[config.mk]
export PLATFORM = sky130hd
export DESIGN_NAME = dacctl_top
export DESIGN_NICKNAME = d
export VERILOG_FILES = /design/src/rtl/dacctl_pkg.sv /design/src/rtl/dacctl_sync.sv /design/src/rtl/dacctl_top.sv
export SDC_FILE = /design/constraint.sdc
export NUM_CORES = 1
export LEC_CHECK = 0
export BUFFER_PORTS_ARGS = -buffer_cell sky130_fd_sc_hd__buf_2
export CAP_MARGIN = 0
export CORE_ASPECT_RATIO = 0.5
export CORE_MARGIN = 10
export CORE_UTILIZATION = 53
export CTS_CLUSTER_SIZE = 14
export DETAILED_ROUTE_END_ITERATION = 6
export GPL_TIMING_DRIVEN = 0
export PLACE_DENSITY = 0.91
export SETUP_SLACK_MARGIN = 0.02
export SLEW_MARGIN = 40
export SYNTH_ARGS = -nofsm -noshare
export SYNTH_HDL_FRONTEND = slang
export SYNTH_SLANG_ARGS = --single-unit
[constraint.sdc]
create_clock -name MCLK -period 3.7 [get_ports MCLK]
set_input_delay 0.74 -clock MCLK [delete_from_list [all_inputs] [get_ports MCLK]]
set_output_delay 0.74 -clock MCLK [all_outputs]
set_load 0.005 [all_outputs]
[src/rtl/dacctl_pkg.sv]
package dacctl_pkg;

  // ****************************************
  // register map (byte addresses on the bus)
  // ****************************************
  localparam logic [3:0] DACCTL_OFS_CTRL   = 4'h0;   // control_a_reg
  localparam logic [3:0] DACCTL_OFS_DATA_L = 4'h8;   // data_low_byte (index 2)
  localparam logic [3:0] DACCTL_OFS_DATA_H = 4'hC;   // data_high_byte (index 3)
  localparam logic [3:0] DACCTL_OFS_STAT   = 4'h4;   // status

  // control field positions
  localparam int DACCTL_BIT_ENABLE   = 0;
  localparam int DACCTL_BIT_OUTBUF   = 6;
  localparam int DACCTL_BIT_KEEP_RUNNING_IN_STANDBY = 7;
  // data low byte field position
  localparam int DACCTL_DATA_LOW_BYTE_LSB    = 6;
  localparam logic [7:0] DACCTL_CTRL_RST = 8'h00;
  localparam logic [9:0] DACCTL_DATA_RST = 10'h000;
  localparam int DACCTL_DATA_W = 10;

  // start-up time after standby exit
  localparam int DACCTL_STARTUP_NS  = 1000;
  localparam int DACCTL_CLK_NS      = 25;
  localparam int DACCTL_STARTUP_CYC = (DACCTL_STARTUP_NS + DACCTL_CLK_NS - 1) / DACCTL_CLK_NS;

  typedef enum logic [1:0] {DACCTL_OFF, DACCTL_WARM, DACCTL_RUN} dacctl_state_t;

  // wishbone request and answer
  typedef struct packed {
    logic       cyc;
    logic       stb;
    logic       we;
    logic [3:0] adr;
    logic [3:0] sel;
    logic [31:0] dat;
  } dacctl_wb_req_t;

  typedef struct packed {
    logic        ack;
    logic [31:0] dat;
  } dacctl_wb_rsp_t;

  // analogue core controls
  typedef struct packed {
    logic       core_on;
    logic       buf_on;
    logic       int_out_valid;
    logic       convert;
    logic [9:0] code;
  } dacctl_ana_t;

endpackage

[src/rtl/dacctl_sync.sv]
`timescale 1ns/10ps
// ****************************************
// two flop synchroniser
// ****************************************
module dacctl_sync
  import dacctl_pkg::*;
(
  // clock and reset
  input  wire logic clk,
  input  wire logic rst_n,
  // level in and out
  input  wire logic d,
  output logic      q
);

  typedef struct packed {
    logic s1;
    logic s2;
  } dacctl_sync_st_t;

  dacctl_sync_st_t st_reg;
  dacctl_sync_st_t st_next;

  // shift the level through both stages
  always_comb begin
    st_next.s1 = d;
    st_next.s2 = st_reg.s1;
  end

  // register the stages
  always_ff @(posedge clk or negedge rst_n) begin
    if (!rst_n) begin
      st_reg <= '0;
    end else begin
      st_reg <= st_next;
    end
  end

  assign q = st_reg.s2;

endmodule

[src/rtl/dacctl_top.sv]
// The Wishbone interface to the registers and the address map were decided locally.
`timescale 1ns/10ps
// ****************************************
// converter control with wishbone slave
// ****************************************
module dacctl_top
  import dacctl_pkg::*;
(
  // clock and reset
  input  wire logic        MCLK,
  input  wire logic        RST_N,
  // wishbone slave
  input  wire logic        WB_CYC_I,
  input  wire logic        WB_STB_I,
  input  wire logic        WB_WE_I,
  input  wire logic [3:0]  WB_ADR_I,
  input  wire logic [3:0]  WB_SEL_I,
  input  wire logic [31:0] WB_DAT_I,
  output logic             WB_ACK_O,
  output logic [31:0]      WB_DAT_O,
  // sleep requests from the power controller
  input  wire logic        STANDBY_SLEEP,
  input  wire logic        POWERDOWN_SLEEP,
  // analogue core and output buffer
  output logic             CORE_ON,
  output logic             BUF_ON,
  output logic             INT_OUT_VALID,
  output logic             CONVERT,
  output logic [9:0]       CODE
);

  // ****************************************
  // reset release and input synchronisers
  // ****************************************
  logic rst_s1;
  logic rst_s2;
  logic stby_s;
  logic pdn_s;

  // release reset through two flops
  always_ff @(posedge MCLK or negedge RST_N) begin
    if (!RST_N) begin
      rst_s1 <= 1'b0;
      rst_s2 <= 1'b0;
    end else begin
      rst_s1 <= 1'b1;
      rst_s2 <= rst_s1;
    end
  end

  dacctl_sync u_sync_stby (
    .clk   (MCLK),
    .rst_n (rst_s2),
    .d     (STANDBY_SLEEP),
    .q     (stby_s)
  );

  dacctl_sync u_sync_pdn (
    .clk   (MCLK),
    .rst_n (rst_s2),
    .d     (POWERDOWN_SLEEP),
    .q     (pdn_s)
  );

  // ****************************************
  // state
  // ****************************************
  typedef struct packed {
    logic          ack;
    logic [31:0]   rdat;
    logic [7:0]    ctrl;
    logic [9:0]    data;
    logic          pending;
    logic          convert;
    logic [9:0]    code;
    logic [7:0]    warm_cnt;
    dacctl_state_t fsm;
    logic          core_on;
    logic          buf_on;
  } dacctl_st_t;

  dacctl_st_t st_reg;
  dacctl_st_t st_next;

  dacctl_wb_req_t req;
  logic           wr_acc;
  logic           rd_acc;
  logic           en_bit;
  logic           sleep_off;
  logic           hi_wr;

  assign req     = '{WB_CYC_I, WB_STB_I, WB_WE_I, WB_ADR_I, WB_SEL_I, WB_DAT_I};
  assign wr_acc  = req.cyc && req.stb && req.we && !st_reg.ack;
  assign rd_acc  = req.cyc && req.stb && !req.we && !st_reg.ack;
  assign en_bit  = st_reg.ctrl[DACCTL_BIT_ENABLE];
  // standby without keep-running, or any power-down, stops the core
  assign sleep_off = pdn_s || (stby_s && !st_reg.ctrl[DACCTL_BIT_KEEP_RUNNING_IN_STANDBY]);
  assign hi_wr   = wr_acc && req.adr == DACCTL_OFS_DATA_H && req.sel[0];

  // next state
  always_comb begin
    st_next         = st_reg;
    st_next.ack     = 1'b0;
    st_next.convert = 1'b0;
    // bus answer one cycle after the request
    if (wr_acc || rd_acc) begin
      st_next.ack = 1'b1;
    end
    // register writes, low lane only
    if (wr_acc && req.sel[0]) begin
      case (req.adr)
        DACCTL_OFS_CTRL: begin
          st_next.ctrl = {req.dat[7:6], 5'b0_0000, req.dat[0]};
        end
        DACCTL_OFS_DATA_L: begin
          st_next.data[1:0] = req.dat[DACCTL_DATA_LOW_BYTE_LSB +: 2];
        end
        DACCTL_OFS_DATA_H: begin
          st_next.data[9:2] = req.dat[7:0];
        end
        default: begin
        end
      endcase
    end
    // read data
    if (rd_acc) begin
      case (req.adr)
        DACCTL_OFS_CTRL:   st_next.rdat = {24'h00_0000, st_reg.ctrl};
        DACCTL_OFS_DATA_L: st_next.rdat = {24'h00_0000, st_reg.data[1:0], 6'b00_0000};
        DACCTL_OFS_DATA_H: st_next.rdat = {24'h00_0000, st_reg.data[9:2]};
        DACCTL_OFS_STAT:   st_next.rdat = {27'h000_0000, st_reg.pending,
                                           st_reg.buf_on, st_reg.core_on, 2'(st_reg.fsm)};
        default:           st_next.rdat = 32'h0000_0000;
      endcase
    end
    // a high-byte write requests a conversion
    if (hi_wr) begin
      st_next.pending = 1'b1;
    end
    // converter power sequencing
    case (st_reg.fsm)
      DACCTL_OFF: begin
        st_next.core_on  = 1'b0;
        st_next.buf_on   = 1'b0;
        st_next.warm_cnt = 8'(DACCTL_STARTUP_CYC);
        if (en_bit && !sleep_off) begin
          st_next.fsm     = DACCTL_WARM;
          st_next.core_on = 1'b1;
        end
      end
      DACCTL_WARM: begin
        st_next.core_on = 1'b1;
        st_next.buf_on  = st_reg.ctrl[DACCTL_BIT_OUTBUF];
        // power drops on the same edge as the state, so OFF never shows a live core
        if (!en_bit || sleep_off) begin
          st_next.fsm     = DACCTL_OFF;
          st_next.core_on = 1'b0;
          st_next.buf_on  = 1'b0;
        end else if (st_reg.warm_cnt == 8'h01) begin
          st_next.fsm = DACCTL_RUN;
        end else begin
          st_next.warm_cnt = st_reg.warm_cnt - 8'h01;
        end
      end
      DACCTL_RUN: begin
        st_next.core_on = 1'b1;
        st_next.buf_on  = st_reg.ctrl[DACCTL_BIT_OUTBUF];
        // leaving run switches core and buffer off together with the state
        if (!en_bit || sleep_off) begin
          st_next.fsm     = DACCTL_OFF;
          st_next.core_on = 1'b0;
          st_next.buf_on  = 1'b0;
        end else if (st_reg.pending || hi_wr) begin
          st_next.convert = 1'b1;
          st_next.pending = 1'b0;
          st_next.code    = hi_wr ? {req.dat[7:0], st_next.data[1:0]} : st_reg.data;
        end
      end
      default: begin
        // an illegal state falls back to a powered-down core
        st_next.fsm     = DACCTL_OFF;
        st_next.core_on = 1'b0;
        st_next.buf_on  = 1'b0;
      end
    endcase
  end

  // register state
  always_ff @(posedge MCLK or negedge rst_s2) begin
    if (!rst_s2) begin
      st_reg          <= '0;
      st_reg.ctrl     <= DACCTL_CTRL_RST;
      st_reg.data     <= DACCTL_DATA_RST;
      st_reg.code     <= DACCTL_DATA_RST;
      st_reg.fsm      <= DACCTL_OFF;
    end else begin
      st_reg <= st_next;
    end
  end

  // ****************************************
  // outputs
  // ****************************************
  assign WB_ACK_O      = st_reg.ack;
  assign WB_DAT_O      = st_reg.rdat;
  assign CORE_ON       = st_reg.core_on;
  assign BUF_ON        = st_reg.buf_on;
  assign INT_OUT_VALID = st_reg.core_on;
  assign CONVERT       = st_reg.convert;
  assign CODE          = st_reg.code;

  // ****************************************
  // checks
  // ****************************************
  AST_ENABLE_ON: assert property (@(posedge MCLK) disable iff (!rst_s2)
    (st_reg.fsm == DACCTL_OFF && en_bit && !sleep_off) |=> CORE_ON)
    else $error("converter not switched on after enable");

  AST_DISABLE_OFF: assert property (@(posedge MCLK) disable iff (!rst_s2)
    (st_reg.fsm != DACCTL_OFF && !en_bit) |=> !CORE_ON && !BUF_ON)
    else $error("converter still on after disable");

  AST_WRITE_CONVERTS: assert property (@(posedge MCLK) disable iff (!rst_s2)
    (st_reg.fsm == DACCTL_RUN && en_bit && !sleep_off && hi_wr)
      |=> CONVERT && CODE[9:2] == $past(req.dat[7:0]))
    else $error("data write did not convert at once");

  AST_NO_CONVERT_OFF: assert property (@(posedge MCLK) disable iff (!rst_s2)
    (st_reg.fsm != DACCTL_RUN) |=> !CONVERT)
    else $error("conversion while converter not running");

  AST_DEFERRED: assert property (@(posedge MCLK) disable iff (!rst_s2)
    (st_reg.fsm == DACCTL_RUN && st_reg.pending && !hi_wr && en_bit && !sleep_off)
      |=> CONVERT && CODE == $past(st_reg.data))
    else $error("deferred conversion lost held value");

  AST_BUF_GATE: assert property (@(posedge MCLK) disable iff (!rst_s2)
    BUF_ON |-> CORE_ON && st_reg.fsm != DACCTL_OFF)
    else $error("buffer on without converter");

  AST_POWERDOWN: assert property (@(posedge MCLK) disable iff (!rst_s2)
    pdn_s |=> !CORE_ON && !BUF_ON && st_reg.fsm == DACCTL_OFF)
    else $error("converter on during power-down");

  AST_STARTUP: assert property (@(posedge MCLK) disable iff (!rst_s2)
    $rose(CORE_ON) |-> !CONVERT [*8])
    else $error("conversion before start-up time");

  AST_STANDBY_KEEP: assert property (@(posedge MCLK) disable iff (!rst_s2)
    (st_reg.fsm == DACCTL_RUN && en_bit && stby_s && !pdn_s
      && st_reg.ctrl[DACCTL_BIT_KEEP_RUNNING_IN_STANDBY]) |=> CORE_ON)
    else $error("converter stopped in standby despite keep-running");

  // standby without keep-running takes core and buffer down together
  AST_STANDBY_STOP: assert property (@(posedge MCLK) disable iff (!rst_s2)
    (st_reg.fsm != DACCTL_OFF && stby_s && !st_reg.ctrl[DACCTL_BIT_KEEP_RUNNING_IN_STANDBY])
      |=> !CORE_ON && !BUF_ON && st_reg.fsm == DACCTL_OFF)
    else $error("converter kept running in standby without keep-running");

  // in steady run the buffer tracks its control bit
  AST_BUF_FOLLOW: assert property (@(posedge MCLK) disable iff (!rst_s2)
    (st_reg.fsm == DACCTL_RUN && en_bit && !sleep_off)
      |=> BUF_ON == $past(st_reg.ctrl[DACCTL_BIT_OUTBUF]))
    else $error("buffer does not follow its control bit");

  // a clear buffer bit leaves the pin to other users
  AST_BUF_IDLE: assert property (@(posedge MCLK) disable iff (!rst_s2)
    !st_reg.ctrl[DACCTL_BIT_OUTBUF] |=> !BUF_ON)
    else $error("buffer on with its control bit clear");

  // every wake-up starts from a full start-up count
  AST_WARM_LOAD: assert property (@(posedge MCLK) disable iff (!rst_s2)
    (st_reg.fsm == DACCTL_OFF)
      |=> st_reg.fsm == DACCTL_OFF || st_reg.warm_cnt == 8'(DACCTL_STARTUP_CYC))
    else $error("warm-up did not start from the full count");

  // the count steps down by one each cycle of warm-up
  AST_WARM_COUNT: assert property (@(posedge MCLK) disable iff (!rst_s2)
    (st_reg.fsm == DACCTL_WARM && st_reg.warm_cnt != 8'h01 && en_bit && !sleep_off)
      |=> st_reg.warm_cnt == $past(st_reg.warm_cnt) - 8'h01)
    else $error("warm-up count skipped a step");

  // no run before the count is spent
  AST_WARM_HOLD: assert property (@(posedge MCLK) disable iff (!rst_s2)
    (st_reg.fsm == DACCTL_WARM && st_reg.warm_cnt != 8'h01) |=> st_reg.fsm != DACCTL_RUN)
    else $error("run entered before start-up time");

  // a data write while not running is kept for later
  AST_PENDING_SET: assert property (@(posedge MCLK) disable iff (!rst_s2)
    (hi_wr && st_reg.fsm != DACCTL_RUN) |=> st_reg.pending)
    else $error("deferred conversion request lost");

  // the data word moves only on a data write
  AST_DATA_KEEP: assert property (@(posedge MCLK) disable iff (!rst_s2)
    !(wr_acc && req.sel[0] && (req.adr == DACCTL_OFS_DATA_L || req.adr == DACCTL_OFS_DATA_H))
      |=> $stable(st_reg.data))
    else $error("data word changed without a data write");

  // control moves only on a control write
  AST_CTRL_KEEP: assert property (@(posedge MCLK) disable iff (!rst_s2)
    !(wr_acc && req.sel[0] && req.adr == DACCTL_OFS_CTRL) |=> $stable(st_reg.ctrl))
    else $error("control changed without a control write");

  // internal output is valid exactly while the core is sequenced on
  AST_INT_OUT: assert property (@(posedge MCLK) disable iff (!rst_s2)
    INT_OUT_VALID == (st_reg.fsm != DACCTL_OFF))
    else $error("internal output valid does not match core state");

endmodule

==> results of run 1 <==
==> power by group <==
part | internal, mW | switching [mW] | total [mW]
sequential | 0.586 | 0.0149 | 0.601
combinational | 0.0483 | 0.0496 | 0.0979
clock | 0.152 | 0.184 | 0.336
==> worst max-delay path: cells and delay by family <==
family | cells | cell delay (ns)
AND/OR/NAND/NOR | 2 | 0.95
multiplexers | 2 | 0.71
buffers and inverters | 2 | 0.30
==> layer usage <==
layer | GRT usage (%) | up-vias
li1 | - | 896
met1 | 16.1 | 882
met2 | 24.8 | 67
met3 | 4.17 | 20
met4 | 7.31 | 0
met5 | 0 | -
==> Yosys cell counts (4+ instances only) <==
master    instances  area (µm²)
inv_1             7        26.3
clkbuf_1          5        18.8
mux2_2           15         169
mux2i_1           6        60.1
nand2_1          16        60.1
o31ai_1           4        30.0
nand3_1           5        25.0
a21oi_1           4        20.0
dfrtp_1          52        1300
o21ai_0           6        30.0
buf_4            44         330
mux2_4            9         135
nor2_1           11        41.3
==> cells by family after synthesis <==
logic type / Yosys count
simple gates: 61
mux: 30
buf+inv: 59
compound gates: 28
flops: 52
xor+xnor: 1
other cells: 2
fa+ha+maj: 2
==> through the flow <==
step	cells	setup WS [ns]	power, mW	util [%]	area (µm²)
floorplan	258	1.18	0.674	-	2720
global placement	369	0.959	0.698	62.0	3020
detailed placement	370	0.910	0.707	62.5	3040
CTS	378	1.20	1.04	64.4	3130
global route	378	1.14	1.08	64.5	3140
finish	378	1.21	1.03	64.5	3140
==> layout make-up <==
type | count | area, µm²
plain buffers | 52 | 369
clock buffers | 7 | 86.3
clock inverters | 1 | 7.51
fillers | 377 | 1730
inverters | 7 | 26.3
multi-input cells | 147 | 1030
flip-flops and latches | 52 | 1310
well taps | 70 | 87.6
repair buffers | 42 | 225
==> worst paths after layout <==
path	startpoint	endpoint	slack [ns]	cells after the start
worst min-delay path	RST_N	rst_s2	0.19	1
worst max-delay path	WB_ADR_I[1]	CODE[4]	1.21	6
max in group asynchronous	rst_s2	st_reg[23]	3.05	1
worst max register to register	WB_ACK_O	CODE[4]	1.52	4
min in group MCLK	u_sync_stby.st_next[0]	u_sync_stby.q	0.36	0
worst min register to register	rst_s2	CODE[8]	0.20	0
==> key figures, run 1 <==
Outcome
  • Status: finished, final reports clean

Logic synthesis
  • Ys flop type: dfrtp_1
  • Yosys warnings: 0
  • Post-Syn Area: 2640 µm²
  • Mean post-synth cell area: between 10 and 15 µm²
  • Largest family of logic cells by synthesized area: buffers and inverters
  • Asr flop ratio synth: 100%
  • Adder-Cell Fraction of Synth Area: 0.949%
  • Mux cell area share after synthesis: 13.8%
  • Post-synthesis compound-gate area fraction: 7.55%
  • Gate Count Post-Synth: roughly 240
  • Number of synthesized flops with an enable pin: 0
  • Synth Area in Simple Gates: between 10 and 15%
  • Register area share after synthesis: 49.4%
  • Seq cells post-synth: 52
  • Library cells used by synthesis: 47
  • Xor/xnor share of the synthesized area: less than 1%

Routing
  • Iteration count of the initial detailed-routing pass: 4
  • Met3 WL post-DR: ~420 µm
  • Top layer in use: met4
  • WL per Instance: 15.2 µm
  • Residual DRC: 0
  • Met2 routed WL: 2.88 mm
  • DR vias: 1865
  • Vias per cell: slightly below 5
  • Final ANT Viol Nets: 0
  • Routed wire length: 5.75 mm
  • Metal1 wirelength: approximately 2.3 mm
  • Initial drt markers: 84

GRT
  • Total GRT Usage: 14.4%
  • Vias in the first global route: 2031
  • First-pass GRT wire length: 9.88 mm
  • Initial antenna violation count: 0
  • Largest net degree at the start of global routing: 34
  • Gr ovfl total: 0

Setup path
  • Max FO, Critical Path: 10
  • WS Path Type: in2reg
  • Slowest-stage cell, CP: nor4_4
  • Worst path required time: between 3 and 4 ns
  • Crit end category: flip-flop
  • Critical-path cell list: buf_2, or3b_1, buf_2, nor4_4, mux2_2, mux2_4
  • Crit path DAT: 2.69 ns
  • CP Launch Type: input port
  • CP peak stage delay: approximately 0.57 ns
  • Most frequent CP cell: buf_2

Clocking
  • CTS Buf Count: 5
  • CTS H-Tree Depth: 2
  • Post-CTS setup buffers: 0
  • CTS Buffer Depth: 2
  • CTS resizes: 0
  • Hold buffers post-CTS: 0
  • # clock sinks: 52
  • Clk root buf: clkbuf_8
  • CTS clk-pin slew, worst paths: 0.09 ns
  • TritonCTS clock tree: built
  • Clock network latency to the later pin of the worst-skew pair: a little over 0.3 ns

Timing
  • Slew @ Worst Pin: ~0.74 ns
  • TNS Setup: 0 ns
  • Fraction of the cycle the final worst path needs: 67.3%
  • Fin. max-slew vios: 0
  • Hold slack final: 0.192 ns
  • Fmax: 402 MHz
  • Rel. slew slack: 50.0%
  • Fin crit period: 2.49 ns
  • RSZ-0062 raised after global routing: false
  • Max Clock Skew: around 0.0056 ns
  • Final setup fails: 0
  • Final Hold Vio Count: 0

Final layout
  • Ant diodes: 0
  • Most frequent cells in the layout: 51 x dfrtp_1, 44 x buf_4, 42 x buf_2
  • Share of cells above drive strength 1: between 40% and 50%
  • Most common cell after layout, fill and taps aside: dfrtp_1
  • Nets@finish: 356
  • Area Overhead vs Synth: 19.1%
  • Max reg flops: 23

Placement
  • Final GP Congestion: 0.847
  • Final HPWL DP: 4.54 mm
  • IO buf count: 41

Power
  • Leakage: 1.71 nW
  • Maximum vdd drop: 0.000218 V
  • Pwr dens: 330 nW/µm²

Die
  • Die W: approximately 120 µm
  • Starting Density: 54.2%
  • Die area: 8370 µm²
  • Core area: 4860 µm²
  • IO Pins: 94
  • Num rows: 18
  • Die H: 69.9 µm

Job
  • MaxCap Viol Count: 0

Min path
  • Hold Crit Class: in2async
(Power assumes the default switching activity.)
==> inputs of run 2 (changes only) <==
--- a/config.mk
+++ b/config.mk
@@ -9,11 +9,11 @@
 export CAP_MARGIN = 0
 export CORE_ASPECT_RATIO = 0.5
 export CORE_MARGIN = 10
-export CORE_UTILIZATION = 53
+export CORE_UTILIZATION = 50
 export CTS_CLUSTER_SIZE = 14
 export DETAILED_ROUTE_END_ITERATION = 6
 export GPL_TIMING_DRIVEN = 0
-export PLACE_DENSITY = 0.91
+export PLACE_DENSITY = 0.87
 export SETUP_SLACK_MARGIN = 0.02
 export SLEW_MARGIN = 40
 export SYNTH_ARGS = -nofsm -noshare
==> constraint.sdc (replaced) <==
create_clock -name MCLK -period 2.42 [get_ports MCLK]
set_input_delay 0.484 -clock MCLK [delete_from_list [all_inputs] [get_ports MCLK]]
set_output_delay 0.484 -clock MCLK [all_outputs]
set_load 0.005 [all_outputs]
==> key figures, run 2 (synthesis results as in run 1) <==
Die
  • Die H: 71.3 µm
  • Starting Density: 52.7%
  • Die W: 123 µm
  • Core area: 5000 µm²
  • Num rows: 18
  • Die area: 8750 µm²
  • IO Pins: between 90 and 100

Final layout
  • Most frequent cells in the layout: 51 x dfrtp_1, 44 x buf_4, 42 x buf_2
  • Ant diodes: 0
  • Post-route insts no fill: approximately 380
  • Area Overhead vs Synth: 20.3%
  • Share of cells above drive strength 1: about two fifths
  • Most common cell after layout, fill and taps aside: dfrtp_1
  • Fin util: 63.4%
  • Max reg flops: 23
  • Final Cell Area: 3170 µm²
  • Nets@finish: 357
  • # fillers: approximately 380

Setup path
  • Crit path DAT: 2.39 ns
  • Reg2reg setup slack: 0.24 ns
  • Top Family by Delay on Critical Path: simple AND/OR/NAND/NOR gates
  • Max FO, Critical Path: 10
  • CP peak stage delay: 0.55 ns
  • Slowest-stage cell, CP: nor4_4
  • Crit end category: flip-flop
  • Critical-path cell list: buf_2, or3b_1, buf_2, nor4_4, mux2_2, mux2_4
  • WS Path Type: in2reg
  • Worst path bufs/invs: 2
  • Most frequent CP cell: buf_2
  • Worst path required time: 2.61 ns
  • CP Launch Type: input port

Timing
  • Rel. slew slack: roughly 52%
  • Fin. max-slew vios: 0
  • Fmax: 455 MHz
  • Final setup fails: 0
  • RSZ-0062 raised after global routing: false
  • Fraction of the cycle the final worst path needs: 90.9%
  • Max Clock Skew: approximately 0.0079 ns
  • Final worst setup slack: ~0.22 ns
  • Final Hold Vio Count: 0
  • Fin crit period: 2.20 ns
  • Slew @ Worst Pin: between 0.7 and 0.8 ns

Min path
  • Hold Crit Class: reg2async

Clocking
  • # clock sinks: 52
  • Clock network latency to the later pin of the worst-skew pair: 0.30 ns
  • CTS resizes: 0
  • TritonCTS clock tree: built
  • CTS clk-pin slew, worst paths: 0.09 ns
  • CTS Buffer Depth: 2
  • Clk root buf: clkbuf_8
  • CTS Buf Count: 5
  • CTS H-Tree Depth: 2

Power
  • Leakage: 1.72 nW
  • Maximum vdd drop: 0.000233 V
  • Pwr dens: 527 nW/µm²

GRT
  • Vias in the first global route: ~2000
  • First-pass GRT wire length: 9.17 mm
  • Initial antenna violation count: 0
  • Gr ovfl total: 0
  • Largest net degree at the start of global routing: 38
  • Total GRT Usage: 12.7%

Routing
  • Vias per cell: about 4.9
  • WL per Instance: ~15 µm
  • Initial drt markers: 61
  • Iteration count of the initial detailed-routing pass: 4
  • Residual DRC: 0
  • DR vias: roughly 1800
  • Final ANT Viol Nets: 0
  • Routed wire length: 5.53 mm

Outcome
  • Status: finished, final reports clean

Placement
  • Placed Cells: 370
  • Place WS: -0.0782 ns
  • Final HPWL DP: 4.32 mm
  • IO buf count: 41
  • Final GP Congestion: 0.936
  • DP Area: 3040 µm²

Job
  • MaxCap Viol Count: 0
[run 2: worst paths after layout]
| check | depth (start not counted) | startpoint | end |
|---|---|---|---|
| worst min register to register | 0 | rst_s2 | u_sync_stby.q |
| max in group asynchronous | 1 | rst_s2 | CORE_ON |
| worst min-delay path | 0 | rst_s2 | u_sync_stby.q |
| worst max-delay path | 6 | WB_ADR_I[1] | CODE[5] |
| worst max register to register | 4 | WB_ACK_O | CODE[5] |
| min in group MCLK | 1 | STANDBY_SLEEP | u_sync_stby.st_next[0] |
[run 2: layout make-up]
type,count,area [µm²],share of cell area [%]
clock buffer,5,68.8,2.17
inverter,7,26.3,0.829
sequential,52,1310,41.2
multi-input combinational,147,1030,32.6
timing repair buffer,43,235,7.42
buffer,52,369,11.6
tap,70,87.6,2.76
clock inverter,3,46.3,1.46
[run 2: repair_timing]
| item | 4_1_cts | 5_1_grt |
|---|---|---|
| hold buffers | 1 | 0 |
| endpoints found under the hold margin | 2 | 0 |
| setup buffers | 0 | 0 |
[run 2: power by group]
part	internal [mW]	switching [mW]	leakage [nW]
combinational	0.0748	0.0760	0.974
sequential	0.896	0.0199	0.696
clock	0.312	0.292	0.0548
[run 2: routing by layer]
layer / up-vias / wire length (µm) / GRT usage [%]
met5: - / 0 / 0
met4: 0 / 84 / 4.94
met3: 9 / 480 / 4.46
met2: 67 / 2770 / 22.9
met1: 873 / 2200 / 13.4
li1: 899 / - / -
[run 2: through the flow]
stage                     power (mW)  TNS, ns  hold WS, ns
after floorplan                 1.03        0        0.188
after global placement          1.07   -0.380        0.269
after detailed placement        1.08   -0.583        0.177
after CTS                       1.68        0        0.186
after global routing            1.74        0        0.200
final                           1.67        0        0.176
==> inputs of run 3 (changes only) <==
--- a/config.mk
+++ b/config.mk
@@ -8,12 +8,12 @@
 export BUFFER_PORTS_ARGS = -buffer_cell sky130_fd_sc_hd__buf_2
 export CAP_MARGIN = 0
 export CORE_ASPECT_RATIO = 0.5
-export CORE_MARGIN = 10
-export CORE_UTILIZATION = 50
+export CORE_MARGIN = 8
+export CORE_UTILIZATION = 36
 export CTS_CLUSTER_SIZE = 14
 export DETAILED_ROUTE_END_ITERATION = 6
 export GPL_TIMING_DRIVEN = 0
-export PLACE_DENSITY = 0.87
+export PLACE_DENSITY = 0.68
 export SETUP_SLACK_MARGIN = 0.02
 export SLEW_MARGIN = 40
 export SYNTH_ARGS = -nofsm -noshare
==> key figures, run 3 (synthesis results as in run 1) <==
Clocking
  • CTS clk-pin slew, worst paths: 0.07 ns
  • # clock sinks: 52
  • TritonCTS clock tree: built
  • CTS Buffer Depth: 2
  • Clock network latency to the later pin of the worst-skew pair: 0.29 ns
  • Clk root buf: clkbuf_16
  • CTS Buf Count: 5
  • CTS H-Tree Depth: 2

Final layout
  • Nets@finish: 357
  • Most frequent cells in the layout: 51 x dfrtp_1, 44 x buf_4, 42 x buf_2
  • Fin util: roughly 45%
  • Area Overhead vs Synth: 23.4%
  • Final Cell Area: 3250 µm²
  • Max reg flops: 23
  • Ant diodes: 0
  • Share of cells above drive strength 1: 40.8%
  • Most common cell after layout, fill and taps aside: dfrtp_1
  • Post-route insts no fill: 405

Die
  • Num rows: 22
  • Starting Density: 36.6%
  • Die H: 76.5 µm
  • Die W: ~140 µm
  • IO Pins: 94
  • Core area: a little over 7000 µm²
  • Die area: around 10000 µm²

Setup path
  • Worst path bufs/invs: 0
  • WS Path Type: reg2reg
  • Max FO, Critical Path: 10
  • Worst path required time: 2.59 ns
  • Crit end category: flip-flop
  • Critical-path cell list: nand3b_1, nor4_4, mux2_2, mux2_4
  • Crit path DAT: 2.39 ns
  • Slowest-stage cell, CP: nor4_4
  • CP Launch Type: flip-flop
  • Top Family by Delay on Critical Path: simple AND/OR/NAND/NOR gates
  • CP peak stage delay: 0.73 ns

Power
  • Design Power: 1.85 mW
  • Pwr dens: about 570 nW/µm²
  • Leakage: 1.75 nW
  • Maximum vdd drop: 0.000224 V

Routing
  • Vias per cell: 4.62
  • Initial drt markers: 114
  • Iteration count of the initial detailed-routing pass: 4
  • Routed wire length: 5.45 mm
  • WL per Instance: 13.5 µm
  • DR vias: roughly 1900
  • Final ANT Viol Nets: 0
  • Residual DRC: 0

Job
  • MaxCap Viol Count: 0

Timing
  • TNS Setup: 0 ns
  • Max Clock Skew: approximately 0.0035 ns
  • Final worst setup slack: slightly below 0.2 ns
  • Hold slack final: 0.139 ns
  • Fmax: roughly 450 MHz
  • Fin. max-slew vios: 0
  • Fraction of the cycle the final worst path needs: 91.8%
  • Rel. slew slack: 51.4%
  • Final setup fails: 0
  • RSZ-0062 raised after global routing: false
  • Fin crit period: 2.22 ns
  • Slew @ Worst Pin: 0.724 ns
  • Final Hold Vio Count: 0

Placement
  • Place WS: -0.0902 ns
  • Final HPWL DP: 4.21 mm
  • Final GP Congestion: approximately 0.83
  • Placed Cells: 396
  • DP Area: 3070 µm²
  • IO buf count: about 40

GRT
  • Initial antenna violation count: 0
  • First-pass GRT wire length: 9.09 mm
  • Total GRT Usage: 10.6%
  • Vias in the first global route: 1876
  • Gr ovfl total: 0
  • Largest net degree at the start of global routing: 44

Min path
  • Hold Crit Class: reg2async

Outcome
  • Status: finished, final reports clean
-- run 3: cell count changes in the layout (fill, tap and decap cells not counted), sizes merged --
cell      before  now
inv            8    7
clkinv         0    1
clkinvlp       1    0
clkbuf        10   11
-- run 3: power by group --
part	leakage, nW	internal [mW]	switching [mW]
combinational	0.974	0.0749	0.0780
sequential	0.696	0.897	0.0184
clock	0.0808	0.486	0.298
-- run 3: worst paths after layout --
check	start	to	slack (ns)	cells after the start
worst max-delay path	WB_ACK_O	CODE[8]	0.20	4
worst min-delay path	rst_s2	st_reg[11]	0.14	0
worst max register to register	WB_ACK_O	CODE[8]	0.20	4
worst min register to register	rst_s2	st_reg[11]	0.14	0
max in group asynchronous	RST_N	rst_s2	1.80	2
min in group MCLK	STANDBY_SLEEP	u_sync_stby.st_next[0]	0.30	1
-- run 3: routing by layer --
| layer | track usage, % | up-vias | share of wire (%) |
|---|---|---|---|
| met1 | 12.2 | 907 | 42 |
| met2 | 18.2 | 55 | 49 |
| met4 | 4.20 | 0 | 1.2 |
| li1 | - | 903 | - |
| met5 | 0 | - | 0 |
| met3 | 3.09 | 5 | 8.0 |
-- run 3: cell type report --
type,count,area [µm²]
fillers,682,3960
multi-input cells,147,1030
inverters,7,26.3
clock buffers,6,129
clock inverters,2,35.0
flip-flops and latches,52,1310
well taps,96,120
plain buffers,52,369
repair buffers,43,235
-- run 3: timing repair --
item,CTS,global route
endpoints found under the hold margin,2,0
hold buffers,1,0
gates resized for setup,0,0
setup buffers,0,0
